==> src/lane_cfg_pkg.sv <==
package lane_cfg_pkg;

    // ==========================================================
    // Widths, field positions and reset values.
    // ==========================================================
    localparam int DATA_W = 32;
    localparam int LANES = 4;
    localparam int LANE_W = 8;
    localparam int CFG_W = 16;
    localparam int CFG_BUS8_BIT = 6;
    localparam int CFG_BUS16_BIT = 7;
    localparam int CFG_BIG_END_BIT = 10;
    localparam int RXP_BIG_END_BIT = 11;
    localparam logic [CFG_W-1:0] CFG_RESET = 16'h0000;
    localparam logic [DATA_W-1:0] DATA_ZERO = 32'h0000_0000;
    localparam logic [LANES-1:0] LANES_OFF = 4'h0;
    localparam logic [1:0] SYNC_ZERO = 2'h0;
    localparam logic [1:0] SYNC_ONES = 2'h3;

    // Bus width the straps select; 32-bit is a property of the package option.
    typedef enum {
        width_8,
        width_16,
        width_32
    } bus_width_t;

    // Strap pin levels, taken together.
    typedef struct packed {
        logic endian_select_strap;
        logic bus_width_strap;
        logic eeprom_present_strap;
    } strap_t;

    // Host-side bus request seen by the lane logic.
    typedef struct packed {
        logic [LANES-1:0] lane_enable_n;
        logic read;
        logic write;
        logic [DATA_W-1:0] wdata;
    } host_req_t;

endpackage : lane_cfg_pkg

==> src/host_lane_strap.sv <==
`timescale 1ns/1ps
`default_nettype none

module host_lane_strap (
    input wire logic clk_i,
    input wire logic rst_i,
    input wire logic bus32_option_i,
    input wire lane_cfg_pkg::strap_t strap_i,
    input wire lane_cfg_pkg::host_req_t req_i,
    input wire logic [lane_cfg_pkg::DATA_W-1:0] data_in_i,
    input wire logic [lane_cfg_pkg::DATA_W-1:0] core_rdata_i,
    input wire logic rx_pointer_big_end_i,
    output logic [lane_cfg_pkg::DATA_W-1:0] data_out_o,
    output logic [lane_cfg_pkg::DATA_W-1:0] data_oe_n_o,
    output logic [lane_cfg_pkg::DATA_W-1:0] core_wdata_o,
    output logic [lane_cfg_pkg::LANES-1:0] core_lane_we_o,
    output logic [lane_cfg_pkg::CFG_W-1:0] chip_config_reg_o,
    output logic big_endian_o,
    output logic [1:0] bus_width_o
);
    import lane_cfg_pkg::*;

    // ==========================================================
    // Strap capture.
    // ==========================================================
    logic endian_lvl;
    logic width_lvl;
    logic eeprom_lvl;
    logic [CFG_W-1:0] cfg_reg;
    logic [CFG_W-1:0] cfg_next;

    // Capture sequence: one edge for the synchronisers to hand over the levels
    // they held through reset, one edge to take them, then frozen.
    typedef enum {
        cap_wait,
        cap_take,
        cap_done
    } cap_state_t;
    cap_state_t cap_state_reg;
    cap_state_t cap_state_next;

    // Straps are pins from outside the clock domain, so each is synchronised.
    pin_sync u_sync_endian (
        .clk_i(clk_i),
        .rst_i(rst_i),
        .pin_i(strap_i.endian_select_strap),
        .level_o(endian_lvl)
    );
    pin_sync u_sync_width (
        .clk_i(clk_i),
        .rst_i(rst_i),
        .pin_i(strap_i.bus_width_strap),
        .level_o(width_lvl)
    );
    pin_sync u_sync_eeprom (
        .clk_i(clk_i),
        .rst_i(rst_i),
        .pin_i(strap_i.eeprom_present_strap),
        .level_o(eeprom_lvl)
    );

    // The synchronisers keep running while rst_i is high, so at release they hold
    // the strap levels seen during reset. Only those levels are taken: a strap
    // that moves at or after release never reaches the register.
    // The price is one extra edge after release before the config is valid,
    // which is harmless because nothing reads the straps before that.
    always_comb begin
        cfg_next = cfg_reg;
        cap_state_next = cap_state_reg;
        case (cap_state_reg)
            cap_wait: begin
                // The synchronised levels become valid at this edge.
                cap_state_next = cap_take;
            end
            cap_take: begin
                cfg_next[CFG_BIG_END_BIT] = endian_lvl;
                // In 32-bit mode, or with an EEPROM fitted, the width strap is ignored.
                if (!bus32_option_i && !eeprom_lvl) begin
                    cfg_next[CFG_BUS16_BIT] = width_lvl;
                    cfg_next[CFG_BUS8_BIT] = ~width_lvl;
                end
                cap_state_next = cap_done;
            end
            cap_done: begin
                // Frozen until the next reset.
                cap_state_next = cap_done;
            end
            default: begin
                cap_state_next = cap_done;
            end
        endcase
    end

    // Registers only.
    always_ff @(posedge clk_i or posedge rst_i) begin
        if (rst_i) begin
            cfg_reg <= CFG_RESET;
            cap_state_reg <= cap_wait;
        end else begin
            cfg_reg <= cfg_next;
            cap_state_reg <= cap_state_next;
        end
    end

    assign chip_config_reg_o = cfg_reg;

    // ==========================================================
    // Mode decode.
    // ==========================================================
    bus_width_t width_mode;

    // Strap high forces big-endian; otherwise software's pointer bit decides. The
    // pointer bit cannot turn a strapped big-endian part back to little-endian.
    always_comb begin
        big_endian_o = cfg_reg[CFG_BIG_END_BIT] | rx_pointer_big_end_i;
    end

    // The package option outranks the latched width bits, which stay clear then.
    always_comb begin
        if (bus32_option_i) begin
            width_mode = width_32;
        end else if (cfg_reg[CFG_BUS16_BIT]) begin
            width_mode = width_16;
        end else begin
            width_mode = width_8;
        end
        case (width_mode)
            width_8: bus_width_o = 2'h0;
            width_16: bus_width_o = 2'h1;
            width_32: bus_width_o = 2'h2;
            default: bus_width_o = 2'h0;
        endcase
    end

    // ==========================================================
    // Byte-lane data path.
    // ==========================================================
    logic [DATA_W-1:0] wdata_reg;
    logic [DATA_W-1:0] wdata_next;
    logic [LANES-1:0] we_reg;
    logic [LANES-1:0] we_next;
    logic [DATA_W-1:0] rdata_reg;
    logic [DATA_W-1:0] rdata_next;
    logic [LANES-1:0] drive_reg;
    logic [LANES-1:0] drive_next;

    // Write lanes: only lanes whose enable is low take the pin byte. Write wins
    // over read, so a host that raises both never sees the bus driven against it.
    always_comb begin
        wdata_next = wdata_reg;
        we_next = LANES_OFF;
        for (int i = 0; i < LANES; i++) begin
            if (!req_i.lane_enable_n[i] && req_i.write) begin
                wdata_next[i*LANE_W +: LANE_W] = data_in_i[i*LANE_W +: LANE_W];
                we_next[i] = 1'b1;
            end
        end
    end

    // Registers only.
    always_ff @(posedge clk_i or posedge rst_i) begin
        if (rst_i) begin
            wdata_reg <= DATA_ZERO;
            we_reg <= LANES_OFF;
        end else begin
            wdata_reg <= wdata_next;
            we_reg <= we_next;
        end
    end

    // Read lanes: enabled lanes load the core byte and drive the pins for one
    // cycle; disabled lanes keep their old byte and stay released.
    always_comb begin
        rdata_next = rdata_reg;
        drive_next = LANES_OFF;
        for (int i = 0; i < LANES; i++) begin
            if (!req_i.lane_enable_n[i] && req_i.read && !req_i.write) begin
                rdata_next[i*LANE_W +: LANE_W] = core_rdata_i[i*LANE_W +: LANE_W];
                drive_next[i] = 1'b1;
            end
        end
    end

    // Registers only.
    always_ff @(posedge clk_i or posedge rst_i) begin
        if (rst_i) begin
            rdata_reg <= DATA_ZERO;
            drive_reg <= LANES_OFF;
        end else begin
            rdata_reg <= rdata_next;
            drive_reg <= drive_next;
        end
    end

    // Enable is low while driving, per lane.
    always_comb begin
        for (int i = 0; i < LANES; i++) begin
            data_oe_n_o[i*LANE_W +: LANE_W] = {LANE_W{~drive_reg[i]}};
        end
    end

    assign data_out_o = rdata_reg;
    assign core_wdata_o = wdata_reg;
    assign core_lane_we_o = we_reg;

endmodule : host_lane_strap

`default_nettype wire

==> src/pin_sync.sv <==
`timescale 1ns/1ps
`default_nettype none

// ==========================================================
// Three-stage synchroniser; a change is accepted once stages two and three agree.
// ==========================================================
module pin_sync (
    input wire logic clk_i,
    input wire logic rst_i,
    input wire logic pin_i,
    output logic level_o
);
    import lane_cfg_pkg::*;

    logic [1:0] stage_reg;
    logic [1:0] stage_next;
    logic third_reg;
    logic third_next;
    logic level_reg;
    logic level_next;

    // Shift chain; the first stage feeds only the second.
    always_comb begin
        stage_next = {stage_reg[0], pin_i};
        third_next = stage_reg[1];
        level_next = (stage_reg[1] == third_reg) ? third_reg : level_reg;
    end

    // The chain runs through reset on purpose. Straps are only valid while reset is
    // held, so their levels must already be in the chain when reset ends.
    always_ff @(posedge clk_i) begin
        stage_reg <= stage_next;
        third_reg <= third_next;
    end

    // Only the accepted level is cleared by reset.
    always_ff @(posedge clk_i or posedge rst_i) begin
        if (rst_i) begin
            level_reg <= 1'b0;
        end else begin
            level_reg <= level_next;
        end
    end

    assign level_o = level_reg;

endmodule : pin_sync

`default_nettype wire

==> config.mk <==
export PLATFORM = sky130hd
export DESIGN_NAME = host_lane_strap
export DESIGN_NICKNAME = d
export VERILOG_FILES = /design/src/lane_cfg_pkg.sv /design/src/host_lane_strap.sv /design/src/pin_sync.sv
export SDC_FILE = /design/constraint.sdc
export NUM_CORES = 1
export LEC_CHECK = 0
export BUFFER_PORTS_ARGS = -buffer_cell sky130_fd_sc_hd__buf_2
export CAP_MARGIN = 40
export CORE_AREA = 2 2 88 98
export CTS_CLUSTER_SIZE = 20
export DETAILED_ROUTE_END_ITERATION = 6
export DIE_AREA = 0 0 90 100
export GPL_ROUTABILITY_DRIVEN = 0
export PLACE_DENSITY = 0.86
export SLEW_MARGIN = 20
export SYNTH_ARGS = -nofsm -noshare
export SYNTH_HDL_FRONTEND = slang
export SYNTH_SLANG_ARGS = --single-unit
==> constraint.sdc <==
create_clock -name clk_i -period 3.5 [get_ports clk_i]
set_input_delay 0 -clock clk_i [delete_from_list [all_inputs] [get_ports clk_i]]
set_output_delay 0 -clock clk_i [all_outputs]
set_load 0.05 [all_outputs]
==> metrics.csv, run 1 <==
metric;value;unit
number of search-and-repair iterations in the first detailed-routing pass;4;
commonest non-fill, non-tap cell in the layout;buf_2;
Worst-path clk slew;90;ps
Seq cells post-synth;89;
total number of clock tree sinks;89;
clock tree root driver cell;clkbuf_8;
ranking of synthesized cells by area;dfrtp_1 57%, mux2_2 21%, buf_4 8.8%, dfxtp_1 5.1%, buf_6 2.6%;
vias post-DR;2546;
total routing usage reported by global routing;0.187;
Hold Violations, Final;0;
number of nets at the end of the flow;572;
clock period minus worst slack;1470;ps
DRC violation count after routing;0;
overall die area;0.00900;mm2
pin count of the biggest net entering global routing;42;
Port Buffers;182;
WL final;8390;um
total count of max-transition violations in the final report;0;
Starting Density;0.430;
Max transition margin;0.541;
Post-CTS Hold Fix Bufs;73;
count of cells resized by post-cts repair;0;
fmax;678;MHz
area of the core region;0.00815;mm2
number of buffers created by CTS;9;
endpoint kind of the worst setup timing path;flip-flop;
data required time of the worst path;3730;ps
status;complete, no violations;
share of the synthesized area in the top cell type;0.571;
leading cell types in the layout, fill and taps excluded;184 x buf_2, 80 x dfrtp_1, 73 x dlygate4sd3_1, 66 x mux2_2, 13 x conb_1;
CTS max path bufs;2;
Worst Path Arrival;1700;ps
total negative slack for setup checks;0;ps
largest fanout on the critical path;6;
clock tree from TritonCTS;yes;
Die X;90;um
setup-violating endpoint count in the final report;0;
ratio of cells with drive above 1 in the final layout;0.581;
biggest area consumer among synthesized cells;dfrtp_1;
met2 usage in global routing;0.370;
number of ports placed on the die boundary;228;
Site Rows;35;
count of synthesis-stage warnings from yosys;0;
most used routing layer in global routing;met2;
worst vdd rail ir drop;0.000386;V
worst setup path class;in -> reg;
cell area after technology mapping;0.00350;mm2
transition at the pin with the smallest max-transition slack;688;ps
leak pwr;2.51;nW
drt wl/cell;14.5;um
vias in the first global route;2868;
count of distinct cell types in the synthesized netlist;16;
initial antenna violation count;0;
total overflow reported by the global router;0;
number of diodes;0;
RSZ-0062 raised after global routing;false;
Post-Place Cell Area;0.00423;mm2
Post-Syn Area per Cell;15.2;um2
number of maximum-capacitance constraint violations;0;
area growth from synthesis to final layout;47.3;%
synthesized netlist cell count;230;
detailed-route vias per instance;4.40;
count of nets left with antenna violations after detail routing;0;
Fill cells;632;
Post CTS Setup Buffer Count;0;
final core utilization;0.633;
reg-to-reg slack, setup;2270;ps
Final Cell Area;0.00516;mm2
Clock Skews;10.9;ps
final worst path period share;0.421;
worst hold path class;in -> reg;
sequential-to-total area share from yosys stat;0.623;
global routing met1 resource utilization;0.187;
global routing usage on met3;0.0368;
global-route wire length before repair;13300;um
height of the die;100;um
DRC violation total after the first TritonRoute iteration;27;
CTS H-tree lvls;3;
nature of the critical path startpoint;input pin;
power density over cell area;561;mW/mm2
clock latency on the worst-skew pair;340;ps
post-detailed-placement half-perimeter wirelength;5300;um
cell families (layout without fill, tap and decap cells):
logic type    after synthesis  count (layout)  share of synthesized area
buf+inv                    57             283                      0.122
fa+ha+maj                   3               3                    0.00857
other cells                 1              13                    0.00107
mux                        67              67                      0.215
flops                      89              89                      0.623
simple gates               13              13                     0.0304
cells in the mapped netlist:
master	count
nor4b_4	1
inv_1	7
nor2b_1	2
nor3b_1	4
buf_4	41
buf_6	8
dfrtp_1	80
nor2_1	1
clkbuf_1	1
dfxtp_1	9
mux2_2	66
and2b_1	4
or2_2	1
mux2i_1	1
conb_1	1
maj3_1	3
path summary, 6_finish.rpt:
path / endpoint / start / cells after the start
max in group asynchronous: u_sync_width.level_o / rst_i / 4
worst min-delay path: drive_reg[3] / req_i[37] / 3
worst max-delay path: data_out_o[9] / req_i[35] / 5
min in group asynchronous: data_out_o[20] / rst_i / 3
worst max register to register: chip_config_reg_o[7] / u_sync_eeprom.level_o / 2
worst min register to register: u_sync_eeprom.stage_reg[1] / u_sync_eeprom.stage_reg[0] / 0
through the flow:
stage / worst slack (ps) / std cells / hold WS, ps / total power, mW
2_1_floorplan: 1450 / 242 / 27.7 / 1.98
3_3_place_gp: 1860 / 488 / 104 / 2.16
3_5_place_dp: 2090 / 490 / 107 / 2.18
4_1_cts: 2050 / 579 / 22.9 / 2.92
5_1_grt: 1990 / 579 / 41.8 / 3.02
6_report: 2030 / 579 / 43.9 / 2.90
report_power, final:
part	switching [mW]	internal [mW]	total, mW
Clock	0.350	0.322	0.672
Sequential	0.0685	1.16	1.23
Combinational	0.706	0.287	0.993
layout make-up:
cell class | count | area (um2) | share of cell area
clock buffers | 11 | 163 | 0.0315
clock inverters | 5 | 36.3 | 0.00703
inverters | 7 | 27.5 | 0.00533
multi-input cells | 96 | 938 | 0.182
flip-flops and latches | 89 | 2180 | 0.423
well taps | 111 | 139 | 0.0269
repair buffers | 260 | 1670 | 0.324
worst max-delay path, stage by stage:
cell	delay (ps)
dlygate4sd3_1	530
buf_2	130
nor3b_1	410
buf_2	280
mux2_2	350
metal layers:
metal	vias up	routed length (um)
met5	-	0
met4	0	233
met3	21	447
met2	111	4820
met1	1238	2890
li1	1176	-
No activity file was read; power rests on OpenSTA's default activity.
==> inputs of run 2 (changes only) <==
- CORE_AREA: 2 2 88 98 -> 2 2 91 101
- DIE_AREA: 0 0 90 100 -> 0 0 93 103
- PLACE_DENSITY: 0.86 -> 0.81
- clock period: 3.5 -> 1.5 ns (I/O delays scaled with it)
==> run 2 against run 1 <==
Compared with the run above: worst setup slack got worse by 1800 ps; critical path depth decreased by 1; non-clock buffer count unchanged; utilization down 3.4 points; global-route usage shrank 1.6 points; final cell count is 0.52% higher; hold slack gained 68 ps; routed wire length fell by 3.8%; critical path type unchanged; critical endpoint is now core_wdata_o[2]; largest power group unchanged.
==> metrics.csv, run 2 (synthesis gave the netlist of run 1 again) <==
metric;value;unit
worst setup path class;in -> reg;
worst vdd rail ir drop;0.000838;V
vias post-DR;2485;
number of search-and-repair iterations in the first detailed-routing pass;4;
largest fanout on the critical path;9;
clock tree from TritonCTS;yes;
leak pwr;2.51;nW
overall die area;0.00958;mm2
DRC violation total after the first TritonRoute iteration;42;
endpoint kind of the worst setup timing path;flip-flop;
number of buffers created by CTS;9;
CTS max path bufs;2;
status;complete, no violations;
launch point of the worst hold path;req_i[32];
detailed-route vias per instance;4.27;
post-detailed-placement half-perimeter wirelength;5050;um
leading cell types in the layout, fill and taps excluded;182 x buf_2, 80 x dfrtp_1, 73 x dlygate4sd3_1, 66 x mux2_2, 13 x conb_1;
number of nets at the end of the flow;572;
number of ports placed on the die boundary;228;
worst hold path class;in -> reg;
clock tree root driver cell;clkbuf_8;
total count of max-transition violations in the final report;0;
reg-to-reg slack, setup;270;ps
final worst path period share;0.845;
area growth from synthesis to final layout;48.0;%
data required time of the worst path;1730;ps
vias in the first global route;2662;
total negative slack for setup checks;0;ps
area of the core region;0.00865;mm2
Post CTS Setup Buffer Count;0;
ratio of cells with drive above 1 in the final layout;0.579;
number of cell instances on the worst register-to-register path;2;
fmax;789;MHz
commonest non-fill, non-tap cell in the layout;buf_2;
total routing usage reported by global routing;0.170;
CTS H-tree lvls;3;
height of the die;103;um
Worst-path clk slew;80;ps
drt wl/cell;13.9;um
Die X;93;um
DRC violation count after routing;0;
worst hold path cell count;3;
pin count of the biggest net entering global routing;81;
Starting Density;0.405;
setup-violating endpoint count in the final report;0;
total overflow reported by the global router;0;
clock period minus worst slack;1270;ps
initial antenna violation count;0;
clock latency on the worst-skew pair;340;ps
number of maximum-capacitance constraint violations;0;
RR Startpoint;u_sync_eeprom.level_o;
total number of clock tree sinks;89;
reg2reg end;chip_config_reg_o[7];
power density over cell area;1310;mW/mm2
Hold Violations, Final;0;
hold endpoint;drive_reg[0];
global-route wire length before repair;12400;um
Clock Skews;7.71;ps
Site Rows;36;
WL final;8070;um
Worst Path Arrival;1490;ps
Port Buffers;182;
RSZ-0062 raised after global routing;false;
nature of the critical path startpoint;input pin;
count of cells resized by post-cts repair;0;
worst slack on hold paths;112;ps
number of diodes;0;
count of nets left with antenna violations after detail routing;0;
-- run 2: cell count changes in the layout (fill, tap and decap cells not counted) --
cell	delta
buf_4	+1
clkbuf_1	+3
clkinvlp_4	-1
clkinv_2	-1
nor3b_1	-2
nor3b_2	+2
inv_6	-1
buf_2	-2
bufinv_16	+1
buf_12	+1
clkbuf_16	-1
-- run 2: area by class of cell --
cell class,count,area (um2)
Inverter,7,30.0
Multi-Input combinational cell,96,948
Tap cell,114,143
Clock buffer,13,149
Sequential cell,89,2180
Clock inverter,3,42.5
Timing Repair Buffer,260,1690
Fill cell,667,3460
-- run 2: worst max-delay path, cell delays in order --
cell	delay (ps)
dlygate4sd3_1	540
buf_2	130
and2b_1	430
mux2_2	380
-- run 2: per-layer routing --
layer | up-vias | wire length [um] | GRT usage
met1 | 1196 | 2840 | 0.170
met3 | 10 | 552 | 0.0512
met4 | 0 | 92 | 0.0656
met5 | - | 0 | 0
li1 | 1170 | - | -
met2 | 109 | 4590 | 0.331
-- run 2: how the worst max path moves through the flow --
stage                          start              endpoint  depth (start not counted)
3_5_place_dp   u_sync_eeprom.level_o  chip_config_reg_o[7]                          2
2_1_floorplan   chip_config_reg_o[7]        bus_width_o[0]                          1
5_1_grt                    req_i[37]      core_wdata_o[26]                          4
4_1_cts        u_sync_eeprom.level_o  chip_config_reg_o[7]                          2
3_3_place_gp   u_sync_eeprom.level_o  chip_config_reg_o[7]                          2
6_report                   req_i[34]       core_wdata_o[2]                          4
-- run 2: what timing repair did --
| item | 4_1_cts | 5_1_grt |
|---|---|---|
| hold endpoints to repair | 151 | 1 |
| endpoints found under the setup margin | 0 | 0 |
| hold buffers | 72 | 1 |
-- run 2: metrics by stage --
step / area [um2] / power, mW / std cells / setup WS [ps] / utilization
detailed placement: 4260 / 5.08 / 493 / 255 / 0.493
global route: 5190 / 7.11 / 582 / 195 / 0.600
floorplan: 3550 / 4.62 / 242 / 99.5 / -
CTS: 5180 / 6.84 / 581 / 245 / 0.599
global placement: 4260 / 5.03 / 493 / 307 / 0.493
finish: 5190 / 6.78 / 582 / 233 / 0.600
-- run 2: power by group --
group / internal [mW] / switching, mW
combinational: 0.675 / 1.64
clock: 0.816 / 0.776
sequential: 2.71 / 0.157
==> inputs of run 3 (changes only) <==
- CORE_AREA: 2 2 91 101 -> 2 2 95 106
- DIE_AREA: 0 0 93 103 -> 0 0 97 108
- PLACE_DENSITY: 0.81 -> 0.78
- clock period: 1.5 -> 1.1 ns (I/O delays scaled with it)
==> run 3 against run 2 <==
Compared with the run above: the flow now finishes with violations (negative setup slack); non-clock buffer count is 5 higher; first-iteration DRC count is 81% higher; critical path depth is 2 lower; sequential power is 37% higher; highest routed layer unchanged.
==> metrics.csv, run 3 (synthesis gave the netlist of run 1 again) <==
metric;value;unit
count of nets left with antenna violations after detail routing;0;
clock period minus worst slack;1180;ps
vias in the first global route;2712;
final worst path period share;1.07;
Hold Violations, Final;0;
Clock Skews;1.75;ps
status;finished with violations;
Starting Density;0.376;
fmax;848;MHz
area of the core region;0.00931;mm2
largest fanout on the critical path;2;
Post-Place Cell Area;0.00433;mm2
ratio of cells with drive above 1 in the final layout;0.598;
Final Cell Area;0.00551;mm2
vias post-DR;2595;
CTS H-tree lvls;3;
most used routing layer in global routing;met2;
Site Rows;37;
total routing usage reported by global routing;0.164;
CTS max path bufs;2;
number of search-and-repair iterations in the first detailed-routing pass;2;
final total power;9.35;mW
drt wl/cell;14.7;um
Worst-path clk slew;80;ps
stage delay of the slowest cell on the critical path;420;ps
total count of max-transition violations in the final report;0;
total number of clock tree sinks;89;
cells traversed along the worst timing path;nor4b_4 -> mux2_4;
leading cell types in the layout, fill and taps excluded;147 x buf_2, 80 x dfrtp_1, 71 x dlygate4sd3_1, 65 x mux2_2, 26 x buf_6;
number of buffers created by CTS;9;
Port Buffers;182;
failing checks;negative setup slack;
slowest stage cell, crit path;dfrtp_1;
height of the die;108;um
number of diodes;0;
number of instances in the placed design;500;
power density over cell area;1700;mW/mm2
number of ports placed on the die boundary;228;
Die X;97;um
DRC violation total after the first TritonRoute iteration;76;
post-route worst setup slack;-78.6;ps
area growth from synthesis to final layout;57.3;%
non-filler cells, final;590;
number of nets at the end of the flow;577;
pin count of the biggest net entering global routing;81;
met2 usage in global routing;0.297;
detailed-route vias per instance;4.40;
initial antenna violation count;0;
DRC violation count after routing;0;
nature of the critical path startpoint;flip-flop;
overall die area;0.0105;mm2
commonest non-fill, non-tap cell in the layout;buf_2;
leak pwr;2.66;nW
WL final;8690;um
endpoint kind of the worst setup timing path;flip-flop;
setup-violating endpoint count in the final report;3;
worst vdd rail ir drop;0.00106;V
clock tree from TritonCTS;yes;
global-route wire length before repair;13300;um
final core utilization;0.592;
number of maximum-capacitance constraint violations;0;
clock tree root driver cell;clkbuf_8;
data required time of the worst path;1340;ps
clock latency on the worst-skew pair;350;ps
Worst Path Arrival;1420;ps
global routing usage on met3;0.0356;
worst setup path class;reg -> reg;
post-detailed-placement half-perimeter wirelength;5230;um
worst hold path class;in -> reg;
global routing met1 resource utilization;0.174;
worst slack after detailed placement;-67.4;ps
total overflow reported by the global router;0;
RSZ-0062 raised after global routing;true;
-- run 3: cell types whose count changed in the layout (fill, tap and decap cells not counted), sizes merged --
cell | previous run | this run
inv | 6 | 3
buf | 187 | 194
clkbuf | 13 | 12
clkinvlp | 2 | 3
clkinv | 1 | 4
dlygate4sd3 | 73 | 71
-- run 3: power by group --
part           switching [mW]  internal [mW]  total (mW)  leakage (nW)
clock network            1.10           1.06        2.16        0.0868
registers               0.218           3.70        3.92          1.03
logic                    2.27           1.01        3.27          1.55
-- run 3: metrics by stage --
step                      hold WS [ps]  TNS [ps]
final                             28.6      -138
after global routing              7.77      -534
after CTS                         1.44     -1340
after detailed placement           104      -103
after global placement             104     -18.5
after floorplan                   27.7     -32.2
-- run 3: worst max-delay path: cells and delay by family (launching register included) --
family,cells,cell delay (ps)
and+or+nand+nor,1,320
muxes,1,340
DFF,1,420
-- run 3: final cells by class --
cell class / count / area (um2)
multi-input combinational: 96 / 958
fill: 725 / 3790
sequential: 89 / 2180
inverter: 7 / 47.5
tap: 117 / 146
clock buffer: 12 / 135
timing repair buffer: 265 / 1990
clock inverter: 4 / 53.8
-- run 3: routing by layer --
layer  up-vias  wire length, um
li1       1193                -
met1      1254             3140
met2       126             4700
met3        22              555
met4         0              296
met5         -                0
-- run 3: path summary, 6_finish.rpt --
kind                                         endpoint  cells past startpoint  slack, ps                        from
max reg2reg                      chip_config_reg_o[7]                      2        -80       u_sync_eeprom.level_o
min in group asynchronous              data_out_o[15]                      4        320                       rst_i
min                                      drive_reg[0]                      3         30                   req_i[34]
max                              chip_config_reg_o[7]                      2        -80       u_sync_eeprom.level_o
min reg2reg                u_sync_eeprom.stage_reg[1]                      0        330  u_sync_eeprom.stage_reg[0]
max in group asynchronous               data_out_o[3]                      4        440                       rst_i
-- run 3: repair_timing --
item | 4_1_cts | 5_1_grt
buffers inserted | 1 | 2
resized for setup | 45 | 57
endpoints found under the hold margin | 150 | 0
hold buffers | 71 | 0
endpoints found under the setup margin | 36 | 37
